`src/mctarb_pkg.sv`:
```
// constants shared by the three-channel timer arbitration block
package mctarb_pkg;
  localparam int          MCTARB_CHANNELS   = 3;
  localparam int          MCTARB_CW         = 16;
  // per-channel register window: channel n at n * stride
  localparam logic [7:0]  CH_STRIDE         = 8'h20;
  localparam logic [4:0]  OFF_COUNTER       = 5'h00;
  localparam logic [4:0]  OFF_GENERAL_A     = 5'h04;
  localparam logic [4:0]  OFF_GENERAL_B     = 5'h08;
  localparam logic [4:0]  OFF_CHAN_CTRL     = 5'h0C;
  localparam logic [4:0]  OFF_IO_CTRL       = 5'h10;
  // shared registers
  localparam logic [7:0]  ADDR_START        = 8'h60;
  localparam logic [7:0]  ADDR_SYNC         = 8'h64;
  localparam logic [7:0]  ADDR_MODE         = 8'h68;
  localparam logic [7:0]  ADDR_STATUS       = 8'h6C;
  localparam logic [7:0]  ADDR_PIN_STATE    = 8'h70;
  // channel_control_reg fields
  localparam int          CC_PRESCALE_LSB   = 0;
  localparam int          CC_CLEAR_LO       = 5;
  localparam int          CC_CLEAR_HI       = 6;
  // io_control_reg fields
  localparam int          IO_ACT_A_LSB      = 0;
  localparam int          IO_CAPTURE_A      = 2;
  localparam int          IO_CAPTURE_B      = 6;
  // mode_reg fields
  localparam int          MODE_PWM_LSB      = 0;
  localparam int          MODE_PHASE        = 6;
  // status layout: three bits per channel
  localparam int          ST_MATCH_A        = 0;
  localparam int          ST_MATCH_B        = 1;
  localparam int          ST_WRAP           = 2;
  localparam int          ST_PER_CH         = 3;
  // clear select codes
  localparam logic [1:0]  CLR_NONE          = 2'h0;
  localparam logic [1:0]  CLR_ON_A          = 2'h1;
  localparam logic [1:0]  CLR_ON_B          = 2'h2;
  localparam logic [1:0]  CLR_SYNC          = 2'h3;
  // compare output actions
  localparam logic [1:0]  ACT_NONE          = 2'h0;
  localparam logic [1:0]  ACT_LOW           = 2'h1;
  localparam logic [1:0]  ACT_HIGH          = 2'h2;
  localparam logic [1:0]  ACT_TOGGLE        = 2'h3;
  localparam logic [15:0] CNT_MAX           = 16'hFFFF;
  localparam logic [15:0] CNT_ZERO          = 16'h0000;
  localparam int          PRESCALE_TAPS     = 4;
endpackage : mctarb_pkg

```
`src/mctarb_phase.sv`:
```
// two-input phase decoder: both edges of both inputs give a count step
module mctarb_phase
(
  // clock and reset
  input  wire logic pclk,
  input  wire logic presetn,
  // external phase inputs, already synchronous to pclk
  input  wire logic ext_phase_in_a,
  input  wire logic ext_phase_in_b,
  // one-cycle step pulses
  output logic      step_up,
  output logic      step_down
);

  logic a_reg;
  logic b_reg;
  logic a_rise;
  logic a_fall;
  logic b_rise;
  logic b_fall;

  always_ff @(posedge pclk or negedge presetn)
  begin
    if (!presetn)
    begin
      a_reg <= 1'b0;
      b_reg <= 1'b0;
    end
    else
    begin
      a_reg <= ext_phase_in_a;
      b_reg <= ext_phase_in_b;
    end
  end

  assign a_rise = ext_phase_in_a & ~a_reg;
  assign a_fall = ~ext_phase_in_a & a_reg;
  assign b_rise = ext_phase_in_b & ~b_reg;
  assign b_fall = ~ext_phase_in_b & b_reg;

  // a simultaneous change on both inputs is a phase error and is dropped
  assign step_up   = (a_rise ^ a_fall) != (b_rise ^ b_fall) &&
                     ((b_rise & ~ext_phase_in_a) | (a_rise & ext_phase_in_b) |
                      (b_fall & ext_phase_in_a) | (a_fall & ~ext_phase_in_b));
  assign step_down = (a_rise ^ a_fall) != (b_rise ^ b_fall) &&
                     ((a_rise & ~ext_phase_in_b) | (b_rise & ext_phase_in_a) |
                      (a_fall & ext_phase_in_b) | (b_fall & ~ext_phase_in_a));

endmodule : mctarb_phase

```
`src/mctarb_prescale.sv`:
```
// free-running divider giving count enables at pclk/1, /2, /4 and /8
module mctarb_prescale
  import mctarb_pkg::*;
#(
  parameter int TAPS = PRESCALE_TAPS
)
(
  // clock and reset
  input  wire logic            pclk,
  input  wire logic            presetn,
  // one-cycle enables, tap n fires every 2**n cycles
  output logic [TAPS-1:0]      tick
);

  logic [TAPS-1:0] div_reg;

  always_ff @(posedge pclk or negedge presetn)
  begin
    if (!presetn)
      div_reg <= '0;
    else
      div_reg <= div_reg + {{(TAPS-1){1'b0}}, 1'b1};
  end

  // tap n fires when the low n bits are all ones
  always_comb
  begin
    for (int n = 0; n < TAPS; n++)
      tick[n] = (n == 0) ? 1'b1 : &(div_reg | ~TAPS'((1 << n) - 1));
  end

endmodule : mctarb_prescale

```
`src/mctarb_timer.sv`:
```
// three-channel 16-bit timer with bus-versus-event arbitration, apb slave
//
// Summary of operation
// - clear beats counter write in access phase
// - word write beats count pulse in access
// - byte write blocks counting in setup, access
// - general register write suppresses coincident compare match
// - write beats wrap count, wrap flag still set
// - read during capture returns pre-capture value
// - capture clear beats count, old count captured
// - capture beats general register write
// - compare clear replaces step, period N+1
// - synced byte write copies whole addressed counter
// - sync bit makes writes preset all synced
// - clear select 01 A, 10 B, 11 sync
// - clear select 10 clears on B events
// - pulse-width mode disables capture, drives pin
// - pulse-width mode drops simultaneous A and B match
// - pulse-width output high on A, low B
// - channel 2 phase mode counts up/down
// - flag clears after read one, write zero
// - wrap flag on counted FFFF to 0 or 0 to FFFF, dropped when a clear coincides
module mctarb_timer
  import mctarb_pkg::*;
#(
  parameter int NCH = MCTARB_CHANNELS
)
(
  // clock and reset
  input  wire logic            pclk,
  input  wire logic            presetn,
  // apb slave
  input  wire logic            psel,
  input  wire logic            penable,
  input  wire logic            pwrite,
  input  wire logic [7:0]      paddr,
  input  wire logic [31:0]     pwdata,
  input  wire logic [3:0]      pstrb,
  output logic [31:0]          prdata,
  output logic                 pready,
  output logic                 pslverr,
  // capture inputs, one pair per channel
  input  wire logic [NCH-1:0]  capture_in_a,
  input  wire logic [NCH-1:0]  capture_in_b,
  // phase inputs for channel 2
  input  wire logic            ext_phase_in_a,
  input  wire logic            ext_phase_in_b,
  // compare outputs
  output logic [NCH-1:0]       channel_output_a,
  output logic [NCH-1:0]       channel_output_a_oe
);

  //////////////////////////////////////////////////////////////////////////
  // state

  logic [15:0]          cnt_reg [NCH];
  logic [15:0]          gra_reg [NCH];
  logic [15:0]          grb_reg [NCH];
  logic [7:0]           cctl_reg [NCH];
  logic [7:0]           ioc_reg [NCH];
  logic [NCH-1:0]       start_reg;
  logic [NCH-1:0]       sync_reg;
  logic [7:0]           mode_reg;
  logic [ST_PER_CH*NCH-1:0] status_reg;
  logic [ST_PER_CH*NCH-1:0] armed_reg;
  logic [NCH-1:0]       out_reg;
  logic [NCH-1:0]       cap_a_prev_reg;
  logic [NCH-1:0]       cap_b_prev_reg;
  logic [31:0]          rdata_reg;
  logic                 err_reg;

  logic [PRESCALE_TAPS-1:0] ptick;
  logic                 step_up;
  logic                 step_down;

  //////////////////////////////////////////////////////////////////////////
  // helpers

  // merge the enabled low two byte lanes of a write into a 16-bit value
  function automatic logic [15:0] merge16(input logic [15:0] old,
                                          input logic [31:0] wd,
                                          input logic [3:0]  st);
    logic [15:0] r;
    r = old;
    if (st[0])
      r[7:0] = wd[7:0];
    if (st[1])
      r[15:8] = wd[15:8];
    return r;
  endfunction : merge16

  function automatic logic [7:0] merge8(input logic [7:0]  old,
                                        input logic [31:0] wd,
                                        input logic [3:0]  st);
    return st[0] ? wd[7:0] : old;
  endfunction : merge8

  //////////////////////////////////////////////////////////////////////////
  // bus decode

  logic       setup_ph;
  logic       access_ph;
  logic [1:0] a_ch;
  logic [4:0] a_off;
  logic       a_is_ch;
  logic       a_known;
  logic       cnt_addr;
  logic       byte_wr;

  assign setup_ph  = psel & ~penable;
  assign access_ph = psel & penable;
  assign a_ch      = paddr[6:5];
  assign a_off     = paddr[4:0];
  assign a_is_ch   = ~paddr[7] && (int'(a_ch) < NCH);
  assign cnt_addr  = a_is_ch && (a_off == OFF_COUNTER) && pwrite;
  assign byte_wr   = pstrb[1:0] != 2'b11;

  always_comb
  begin
    a_known = 1'b0;
    if (a_is_ch)
      a_known = a_off inside {OFF_COUNTER, OFF_GENERAL_A, OFF_GENERAL_B,
                              OFF_CHAN_CTRL, OFF_IO_CTRL};
    else
      a_known = paddr inside {ADDR_START, ADDR_SYNC, ADDR_MODE,
                              ADDR_STATUS, ADDR_PIN_STATE};
  end

  // one-cycle access phase; read data is taken in the setup phase so a
  // capture landing in the access phase cannot change what is read
  assign pready  = 1'b1;
  assign prdata  = rdata_reg;
  assign pslverr = access_ph & err_reg;

  //////////////////////////////////////////////////////////////////////////
  // sources of count pulses

  mctarb_prescale #(
    .TAPS (PRESCALE_TAPS)
  ) u_prescale (
    .pclk    (pclk),
    .presetn (presetn),
    .tick    (ptick)
  );

  mctarb_phase u_phase (
    .pclk           (pclk),
    .presetn        (presetn),
    .ext_phase_in_a (ext_phase_in_a),
    .ext_phase_in_b (ext_phase_in_b),
    .step_up        (step_up),
    .step_down      (step_down)
  );

  //////////////////////////////////////////////////////////////////////////
  // per-channel event resolution, all channels in the same cycle

  logic [NCH-1:0] raw_tick;
  logic [NCH-1:0] tick;
  logic [NCH-1:0] dir_down;
  logic [NCH-1:0] pwm;
  logic [NCH-1:0] cm_a;
  logic [NCH-1:0] cm_b;
  logic [NCH-1:0] cap_a;
  logic [NCH-1:0] cap_b;
  logic [NCH-1:0] own_clr;
  logic [NCH-1:0] clr;
  logic [NCH-1:0] cnt_wr;
  logic [NCH-1:0] gra_wr;
  logic [NCH-1:0] grb_wr;
  logic [NCH-1:0] wrap;
  logic [15:0]    cnt_wval;

  always_comb
  begin
    cnt_wval = merge16(cnt_reg[a_ch], pwdata, pstrb);
    for (int c = 0; c < NCH; c++)
    begin
      pwm[c] = mode_reg[MODE_PWM_LSB + c];
      dir_down[c] = 1'b0;
      if (c == 2 && mode_reg[MODE_PHASE])
      begin
        raw_tick[c] = start_reg[c] & (step_up | step_down);
        dir_down[c] = step_down;
      end
      else
        raw_tick[c] = start_reg[c] &
                      ptick[cctl_reg[c][CC_PRESCALE_LSB +: 2]];
      // a write to a synced counter also reaches every other synced counter
      cnt_wr[c] = access_ph && cnt_addr &&
                  (int'(a_ch) == c ||
                   (sync_reg[c] && sync_reg[a_ch]));
      tick[c] = raw_tick[c] & ~cnt_wr[c];
      if (setup_ph && cnt_addr && byte_wr &&
          (int'(a_ch) == c || (sync_reg[c] && sync_reg[a_ch])))
        tick[c] = 1'b0;
      gra_wr[c] = access_ph && pwrite && a_is_ch && int'(a_ch) == c &&
                  a_off == OFF_GENERAL_A;
      grb_wr[c] = access_ph && pwrite && a_is_ch && int'(a_ch) == c &&
                  a_off == OFF_GENERAL_B;
      // match fires as the counter leaves the matching count
      cm_a[c] = tick[c] && cnt_reg[c] == gra_reg[c] && !gra_wr[c];
      cm_b[c] = tick[c] && cnt_reg[c] == grb_reg[c] && !grb_wr[c];
      if (pwm[c] && cm_a[c] && cm_b[c])
      begin
        cm_a[c] = 1'b0;
        cm_b[c] = 1'b0;
      end
      cap_a[c] = !pwm[c] && ioc_reg[c][IO_CAPTURE_A] &&
                 capture_in_a[c] && !cap_a_prev_reg[c];
      cap_b[c] = !pwm[c] && ioc_reg[c][IO_CAPTURE_B] &&
                 capture_in_b[c] && !cap_b_prev_reg[c];
      case (cctl_reg[c][CC_CLEAR_HI:CC_CLEAR_LO])
        CLR_ON_A: own_clr[c] = cm_a[c] | cap_a[c];
        CLR_ON_B: own_clr[c] = cm_b[c] | cap_b[c];
        default:  own_clr[c] = 1'b0;
      endcase
      wrap[c] = raw_tick[c] &&
                (dir_down[c] ? cnt_reg[c] == CNT_ZERO
                             : cnt_reg[c] == CNT_MAX);
    end
    for (int c = 0; c < NCH; c++)
    begin
      clr[c] = own_clr[c];
      if (cctl_reg[c][CC_CLEAR_HI:CC_CLEAR_LO] == CLR_SYNC && sync_reg[c])
        clr[c] = |(own_clr & sync_reg);
    end
  end

  //////////////////////////////////////////////////////////////////////////
  // counters and general registers

  always_ff @(posedge pclk or negedge presetn)
  begin
    if (!presetn)
    begin
      for (int c = 0; c < NCH; c++)
        cnt_reg[c] <= CNT_ZERO;
    end
    else
    begin
      for (int c = 0; c < NCH; c++)
      begin
        if (clr[c])
          cnt_reg[c] <= CNT_ZERO;
        else if (cnt_wr[c])
          cnt_reg[c] <= cnt_wval;
        else if (tick[c])
          cnt_reg[c] <= dir_down[c] ? cnt_reg[c] - 16'h0001
                                    : cnt_reg[c] + 16'h0001;
      end
    end
  end

  always_ff @(posedge pclk or negedge presetn)
  begin
    if (!presetn)
    begin
      for (int c = 0; c < NCH; c++)
      begin
        gra_reg[c] <= CNT_MAX;
        grb_reg[c] <= CNT_MAX;
      end
    end
    else
    begin
      for (int c = 0; c < NCH; c++)
      begin
        if (cap_a[c])
          gra_reg[c] <= cnt_reg[c];
        else if (gra_wr[c])
          gra_reg[c] <= merge16(gra_reg[c], pwdata, pstrb);
        if (cap_b[c])
          grb_reg[c] <= cnt_reg[c];
        else if (grb_wr[c])
          grb_reg[c] <= merge16(grb_reg[c], pwdata, pstrb);
      end
    end
  end

  always_ff @(posedge pclk or negedge presetn)
  begin
    if (!presetn)
    begin
      cap_a_prev_reg <= '0;
      cap_b_prev_reg <= '0;
    end
    else
    begin
      cap_a_prev_reg <= capture_in_a;
      cap_b_prev_reg <= capture_in_b;
    end
  end

  //////////////////////////////////////////////////////////////////////////
  // configuration registers

  always_ff @(posedge pclk or negedge presetn)
  begin
    if (!presetn)
    begin
      for (int c = 0; c < NCH; c++)
      begin
        cctl_reg[c] <= 8'h00;
        ioc_reg[c]  <= 8'h00;
      end
      start_reg <= '0;
      sync_reg  <= '0;
      mode_reg  <= 8'h00;
    end
    else if (access_ph && pwrite)
    begin
      if (a_is_ch && a_off == OFF_CHAN_CTRL)
        cctl_reg[a_ch] <= merge8(cctl_reg[a_ch], pwdata, pstrb);
      if (a_is_ch && a_off == OFF_IO_CTRL)
        ioc_reg[a_ch] <= merge8(ioc_reg[a_ch], pwdata, pstrb);
      if (paddr == ADDR_START && pstrb[0])
        start_reg <= pwdata[NCH-1:0];
      if (paddr == ADDR_SYNC && pstrb[0])
        sync_reg <= pwdata[NCH-1:0];
      if (paddr == ADDR_MODE)
        mode_reg <= merge8(mode_reg, pwdata, pstrb);
    end
  end

  //////////////////////////////////////////////////////////////////////////
  // status flags: armed with the value they hold in a read's access phase, cleared by writing zero

  logic [ST_PER_CH*NCH-1:0] st_set;
  logic [ST_PER_CH*NCH-1:0] st_clr;
  logic                     st_wr;

  assign st_wr = access_ph && pwrite && paddr == ADDR_STATUS &&
                 pstrb[1:0] == 2'b11;

  always_comb
  begin
    for (int c = 0; c < NCH; c++)
    begin
      st_set[ST_PER_CH*c + ST_MATCH_A] = cm_a[c] | cap_a[c];
      st_set[ST_PER_CH*c + ST_MATCH_B] = cm_b[c] | cap_b[c];
      st_set[ST_PER_CH*c + ST_WRAP]    = wrap[c] & ~clr[c];
    end
    st_clr = st_wr ? (armed_reg & ~pwdata[ST_PER_CH*NCH-1:0]) : '0;
  end

  always_ff @(posedge pclk or negedge presetn)
  begin
    if (!presetn)
    begin
      status_reg <= '0;
      armed_reg  <= '0;
    end
    else
    begin
      // a new event in the clearing cycle keeps its flag set
      status_reg <= (status_reg & ~st_clr) | st_set;
      if (access_ph && !pwrite && paddr == ADDR_STATUS)
        armed_reg <= status_reg;
      else if (st_wr)
        armed_reg <= '0;
    end
  end

  //////////////////////////////////////////////////////////////////////////
  // compare outputs

  always_ff @(posedge pclk or negedge presetn)
  begin
    if (!presetn)
      out_reg <= '0;
    else
    begin
      for (int c = 0; c < NCH; c++)
      begin
        if (pwm[c])
        begin
          if (cm_a[c])
            out_reg[c] <= 1'b1;
          else if (cm_b[c])
            out_reg[c] <= 1'b0;
        end
        else if (cm_a[c])
        begin
          case (ioc_reg[c][IO_ACT_A_LSB +: 2])
            ACT_LOW:    out_reg[c] <= 1'b0;
            ACT_HIGH:   out_reg[c] <= 1'b1;
            ACT_TOGGLE: out_reg[c] <= ~out_reg[c];
            default:    out_reg[c] <= out_reg[c];
          endcase
        end
      end
    end
  end

  always_comb
  begin
    for (int c = 0; c < NCH; c++)
      channel_output_a_oe[c] = pwm[c] ||
        (!ioc_reg[c][IO_CAPTURE_A] &&
         ioc_reg[c][IO_ACT_A_LSB +: 2] != ACT_NONE);
  end

  assign channel_output_a = out_reg;

  //////////////////////////////////////////////////////////////////////////
  // read data, sampled in the setup phase

  logic [31:0] rmux;

  always_comb
  begin
    rmux = 32'h0000_0000;
    if (a_is_ch)
    begin
      case (a_off)
        OFF_COUNTER:   rmux[15:0] = cnt_reg[a_ch];
        OFF_GENERAL_A: rmux[15:0] = gra_reg[a_ch];
        OFF_GENERAL_B: rmux[15:0] = grb_reg[a_ch];
        OFF_CHAN_CTRL: rmux[7:0]  = cctl_reg[a_ch];
        OFF_IO_CTRL:   rmux[7:0]  = ioc_reg[a_ch];
        default:       rmux = 32'h0000_0000;
      endcase
    end
    else
    begin
      case (paddr)
        ADDR_START:     rmux[NCH-1:0] = start_reg;
        ADDR_SYNC:      rmux[NCH-1:0] = sync_reg;
        ADDR_MODE:      rmux[7:0] = mode_reg;
        ADDR_STATUS:    rmux[ST_PER_CH*NCH-1:0] = status_reg;
        ADDR_PIN_STATE: rmux[NCH-1:0] = out_reg;
        default:        rmux = 32'h0000_0000;
      endcase
    end
  end

  always_ff @(posedge pclk or negedge presetn)
  begin
    if (!presetn)
    begin
      rdata_reg <= 32'h0000_0000;
      err_reg   <= 1'b0;
    end
    else if (setup_ph)
    begin
      rdata_reg <= pwrite ? 32'h0000_0000 : rmux;
      err_reg   <= ~a_known;
    end
  end

endmodule : mctarb_timer

```
`config.mk`:
```
export PLATFORM = sky130hd
export DESIGN_NAME = mctarb_timer
export DESIGN_NICKNAME = d
export VERILOG_FILES = /design/src/mctarb_pkg.sv /design/src/mctarb_phase.sv /design/src/mctarb_prescale.sv /design/src/mctarb_timer.sv
export SDC_FILE = /design/constraint.sdc
export NUM_CORES = 1
export LEC_CHECK = 0
export ABC_CLOCK_PERIOD_IN_PS = 8750
export BUFFER_PORTS_ARGS = -buffer_cell sky130_fd_sc_hd__buf_2
export CAP_MARGIN = 30
export CORE_MARGIN = 5
export CORE_UTILIZATION = 38
export CTS_BUF_LIST = sky130_fd_sc_hd__clkbuf_4 sky130_fd_sc_hd__clkbuf_8
export CTS_CLUSTER_SIZE = 14
export DETAILED_ROUTE_END_ITERATION = 7
export PLACE_DENSITY_LB_ADDON = 0.1
export SLEW_MARGIN = 30
export SYNTH_ARGS = -nofsm -noshare
export SYNTH_HDL_FRONTEND = slang
export SYNTH_SLANG_ARGS = --single-unit
```
`constraint.sdc`:
```
create_clock -name pclk -period 8.75 [get_ports pclk]
set_input_delay 0 -clock pclk [delete_from_list [all_inputs] [get_ports pclk]]
set_output_delay 0 -clock pclk [all_outputs]
set_load 0.005 [all_outputs]
```
==> flow_summary.ini <==
[synthesis]
synth.lib_cells_used.distinct = 77
avgSynthCellArea_um2 = 9.04
yosysTopAreaCellShare_pct = 23.5
yosys_warnings = 0
synth-seq-area-share_pct = 38.3
synth.most_common_cell = sky130_fd_sc_hd__nand2_1
postSynthRegisterBits = 255
mappedNetlistArea_um2 = 17000
synth_cells = 1877
synthTopCellsByArea = sky130_fd_sc_hd__dfrtp_1 23%, sky130_fd_sc_hd__dfstp_2 15%, sky130_fd_sc_hd__mux2i_1 10%
postSynth.asyncResetShare_pct = 100
post_synth_most_frequent_cells = 245 x sky130_fd_sc_hd__nand2_1, 227 x sky130_fd_sc_hd__o21ai_0, 170 x sky130_fd_sc_hd__mux2i_1
number_of_synthesized_flops_with_an_enable_pin = 0
synthDominantAreaCellType = sky130_fd_sc_hd__dfrtp_1
ys_dominant_reg_cell = sky130_fd_sc_hd__dfrtp_1

[clocking]
clock_sink_count = 255
clock-root-buffer = sky130_fd_sc_hd__clkbuf_8
path_clk_slew_ps = 60
cts_tree = built
ctsResizeCount = 0
cts.path.max_buffers = 3
cts_max_level = 2
clk-insertion-delay-late_ps = 640
cts-buffers-inserted = 49

[finish]
layout-drive-gt1-share_pct = 19.3
post-route-cell-area_um2 = 19200
area_growth_from_synthesis_to_layout_pct = 13.1
antennaDiodeCount = 0
number_of_nets_in_the_finished_design = 2001
n_fill_cell = 4399
footprint_of_the_multi_input_gates_um2 = 9830
final-seq-area_um2 = 6500
layoutNonFillerInstCount = 2532

[outcome]
outcome = completed

[floorplan]
boundaryPins = 97
start_util_pct = 38.4
die_w_um = 221
fp.dieArea_um2 = 49000
std_cell_rows = 77
core-area_um2 = 44200
die-height_um = 221

[route]
firstDrtPassIters = 5
drt_wl_total_mm = 63.1
dr.first_iter.drc_count = 1426
via_per_inst = 5.76
final_antenna_net_count = 0
routed_wire_length_per_instance_um = 24.9
drc_errors = 0
via_count = 14580

[setup_path]
r2r_cells = 13
worstSetupPathType = flop to flop
slowest_delay_ps = 710
timing.critical_path.cells = ha_1 -> ha_1 -> mux2i_1 -> a2111oi_4 -> o32ai_4 -> buf_4 -> nor4_4 -> a211oi_2 -> o2111ai_2 -> o311ai_4 -> buf_6 -> buf_6 -> a211oi_2
worst-r2r-setup-slack_ps = 4870
start_kind = flop
cp_max_fanout = 31
crit_arrival_ps = 4430
critPathRequiredTime_ps = 9300
worst_setup_path_end_kind = flop
crit_slowest_cell = sky130_fd_sc_hd__a2111oi_4

[sta]
maxClockFrequency_ghz = 0.258
period_needed_ps = 3880
hold_slack_ps = 56.7
finalHoldViolations = 0
unrepaired_setup_endpoints_after_global_routing = no
final.period_utilization_pct = 44.3
setup_violations = 0
max_slew.worst_pin.slew_ps = 1060
totalNegativeSetupSlack_ps = 0
finClkSkew_ps = 36.4
worst_slew_margin_rel_pct = 28.6
timing.final.max_slew_violations = 0

[global_routing]
grt_pass1_wl_mm = 93.5
grt.overflow.total = 0
maximum_number_of_pins_on_one_net_before_global_route_repair = 121
grt_pass1_vias = 14205
globalRouteTotalUtil_pct = 24.9
antenna_found_initial = 1

[power]
net-switching-power_uw = 1150
power_density_nw_per_um2 = 179
power_switching_share_pct = 33.4
internal-power_uw = 2280
leakage_power_of_the_design_uw = 0.00796
fin_total_pwr_uw = 3430
power_frac_seq_pct = 43.0
p_comb_share_pct = 19.3
clkPwrFrac_pct = 37.8
vdd_drop_max_v = 0.0000907

[place]
placed_area_um2 = 17800
numPlacedInstances = 2410
gp_routability_congestion = 0.947
dpl.hpwl_mm = 45.8
count_of_port_buffers_added_during_placement = 61

[run]
cap_viol_max_count = 0

[worst_hold_path]
holdCritPathClass = input port to flop
whs_path_depth = 2
[cell type report]
cell class              instances  share of cell area (%)
inverters                      31                   0.607
well taps                     592                    3.86
repair buffers                128                    4.88
multi-input cells            1438                    51.3
clock inverters                 3                  0.0979
flip-flops and latches        255                    33.9
clock buffers                  85                    5.38
[cell families after synthesis]
logic type,Yosys count,share of synthesized area (%)
AO/OA/AOI/OAI,471,18.1
XOR/XNOR,127,6.56
adder cells (fa/ha/maj),41,3.07
buffers and inverters,199,5.00
flip-flops,255,38.3
multiplexers,217,13.2
other,2,0.0443
AND/OR/NAND/NOR,565,15.8
[power by group through the flow]
stage	clock [µW]	combinational, µW	sequential, µW
floorplan	0	540	1330
global placement	0	635	1490
detailed placement	0	641	1490
CTS	1320	656	1470
global route	1380	730	1490
finish	1290	660	1470
[critical path, delay by kind of cell (launching register included)]
kind                       cells  cell delay [ps]
AOI/OAI and AO/OA              6             1620
muxes                          1              130
buffers and inverters          3              620
DFF                            1              420
and+or+nand+nor                1              530
adders and majority gates      2              460
[layout by cell type, fill, tap and decap left out, types with 20 or more instances in the layout]
cell                            count
sky130_fd_sc_hd__dfstp_2           96
sky130_fd_sc_hd__xor2_1            92
sky130_fd_sc_hd__o21ai_0          226
sky130_fd_sc_hd__dlygate4sd3_1     33
sky130_fd_sc_hd__nand4_1           20
sky130_fd_sc_hd__nor2_1           110
sky130_fd_sc_hd__a21oi_1           39
sky130_fd_sc_hd__nand2b_1          30
sky130_fd_sc_hd__nor3_1            28
sky130_fd_sc_hd__buf_4             29
sky130_fd_sc_hd__xnor2_1           35
sky130_fd_sc_hd__clkbuf_4          22
sky130_fd_sc_hd__nand3_1           23
sky130_fd_sc_hd__clkbuf_8          63
sky130_fd_sc_hd__buf_2             60
sky130_fd_sc_hd__mux2_2            47
sky130_fd_sc_hd__dfrtp_1          159
sky130_fd_sc_hd__nor4_1            34
sky130_fd_sc_hd__mux2i_1          170
sky130_fd_sc_hd__ha_1              40
sky130_fd_sc_hd__inv_1             31
sky130_fd_sc_hd__nand2_1          245
[final timing paths]
check                                       from                    end
max in group asynchronous                presetn            cnt_reg[24]
hold reg to reg            u_prescale.div_reg[1]  u_prescale.div_reg[1]
min in group asynchronous                presetn            cctl_reg[6]
hold / removal                   capture_in_a[2]      cap_a_prev_reg[2]
setup reg to reg           u_prescale.div_reg[0]            cnt_reg[45]
setup / recovery           u_prescale.div_reg[0]            cnt_reg[45]
[stage by stage]
stage,worst slack (ps),utilization (%)
final,4870,43.4
after global routing,4550,43.4
after CTS,4830,43.2
after detailed placement,4790,40.1
after global placement,4280,40.0
after floorplan,5360,-
[repair_timing]
action                    in CTS  in global routing
hold endpoints to repair     244                 39
hold buffers                  32                  1
setup buffers                  0                  0
[routing by layer]
layer / GRT usage [%] / wire length [µm]
met1: 36.5 / 29000
met4: 6.14 / 1490
met2: 37.7 / 27700
met5: 0 / 7
met3: 5.00 / 4900
Power figures use the tool's default switching activity.
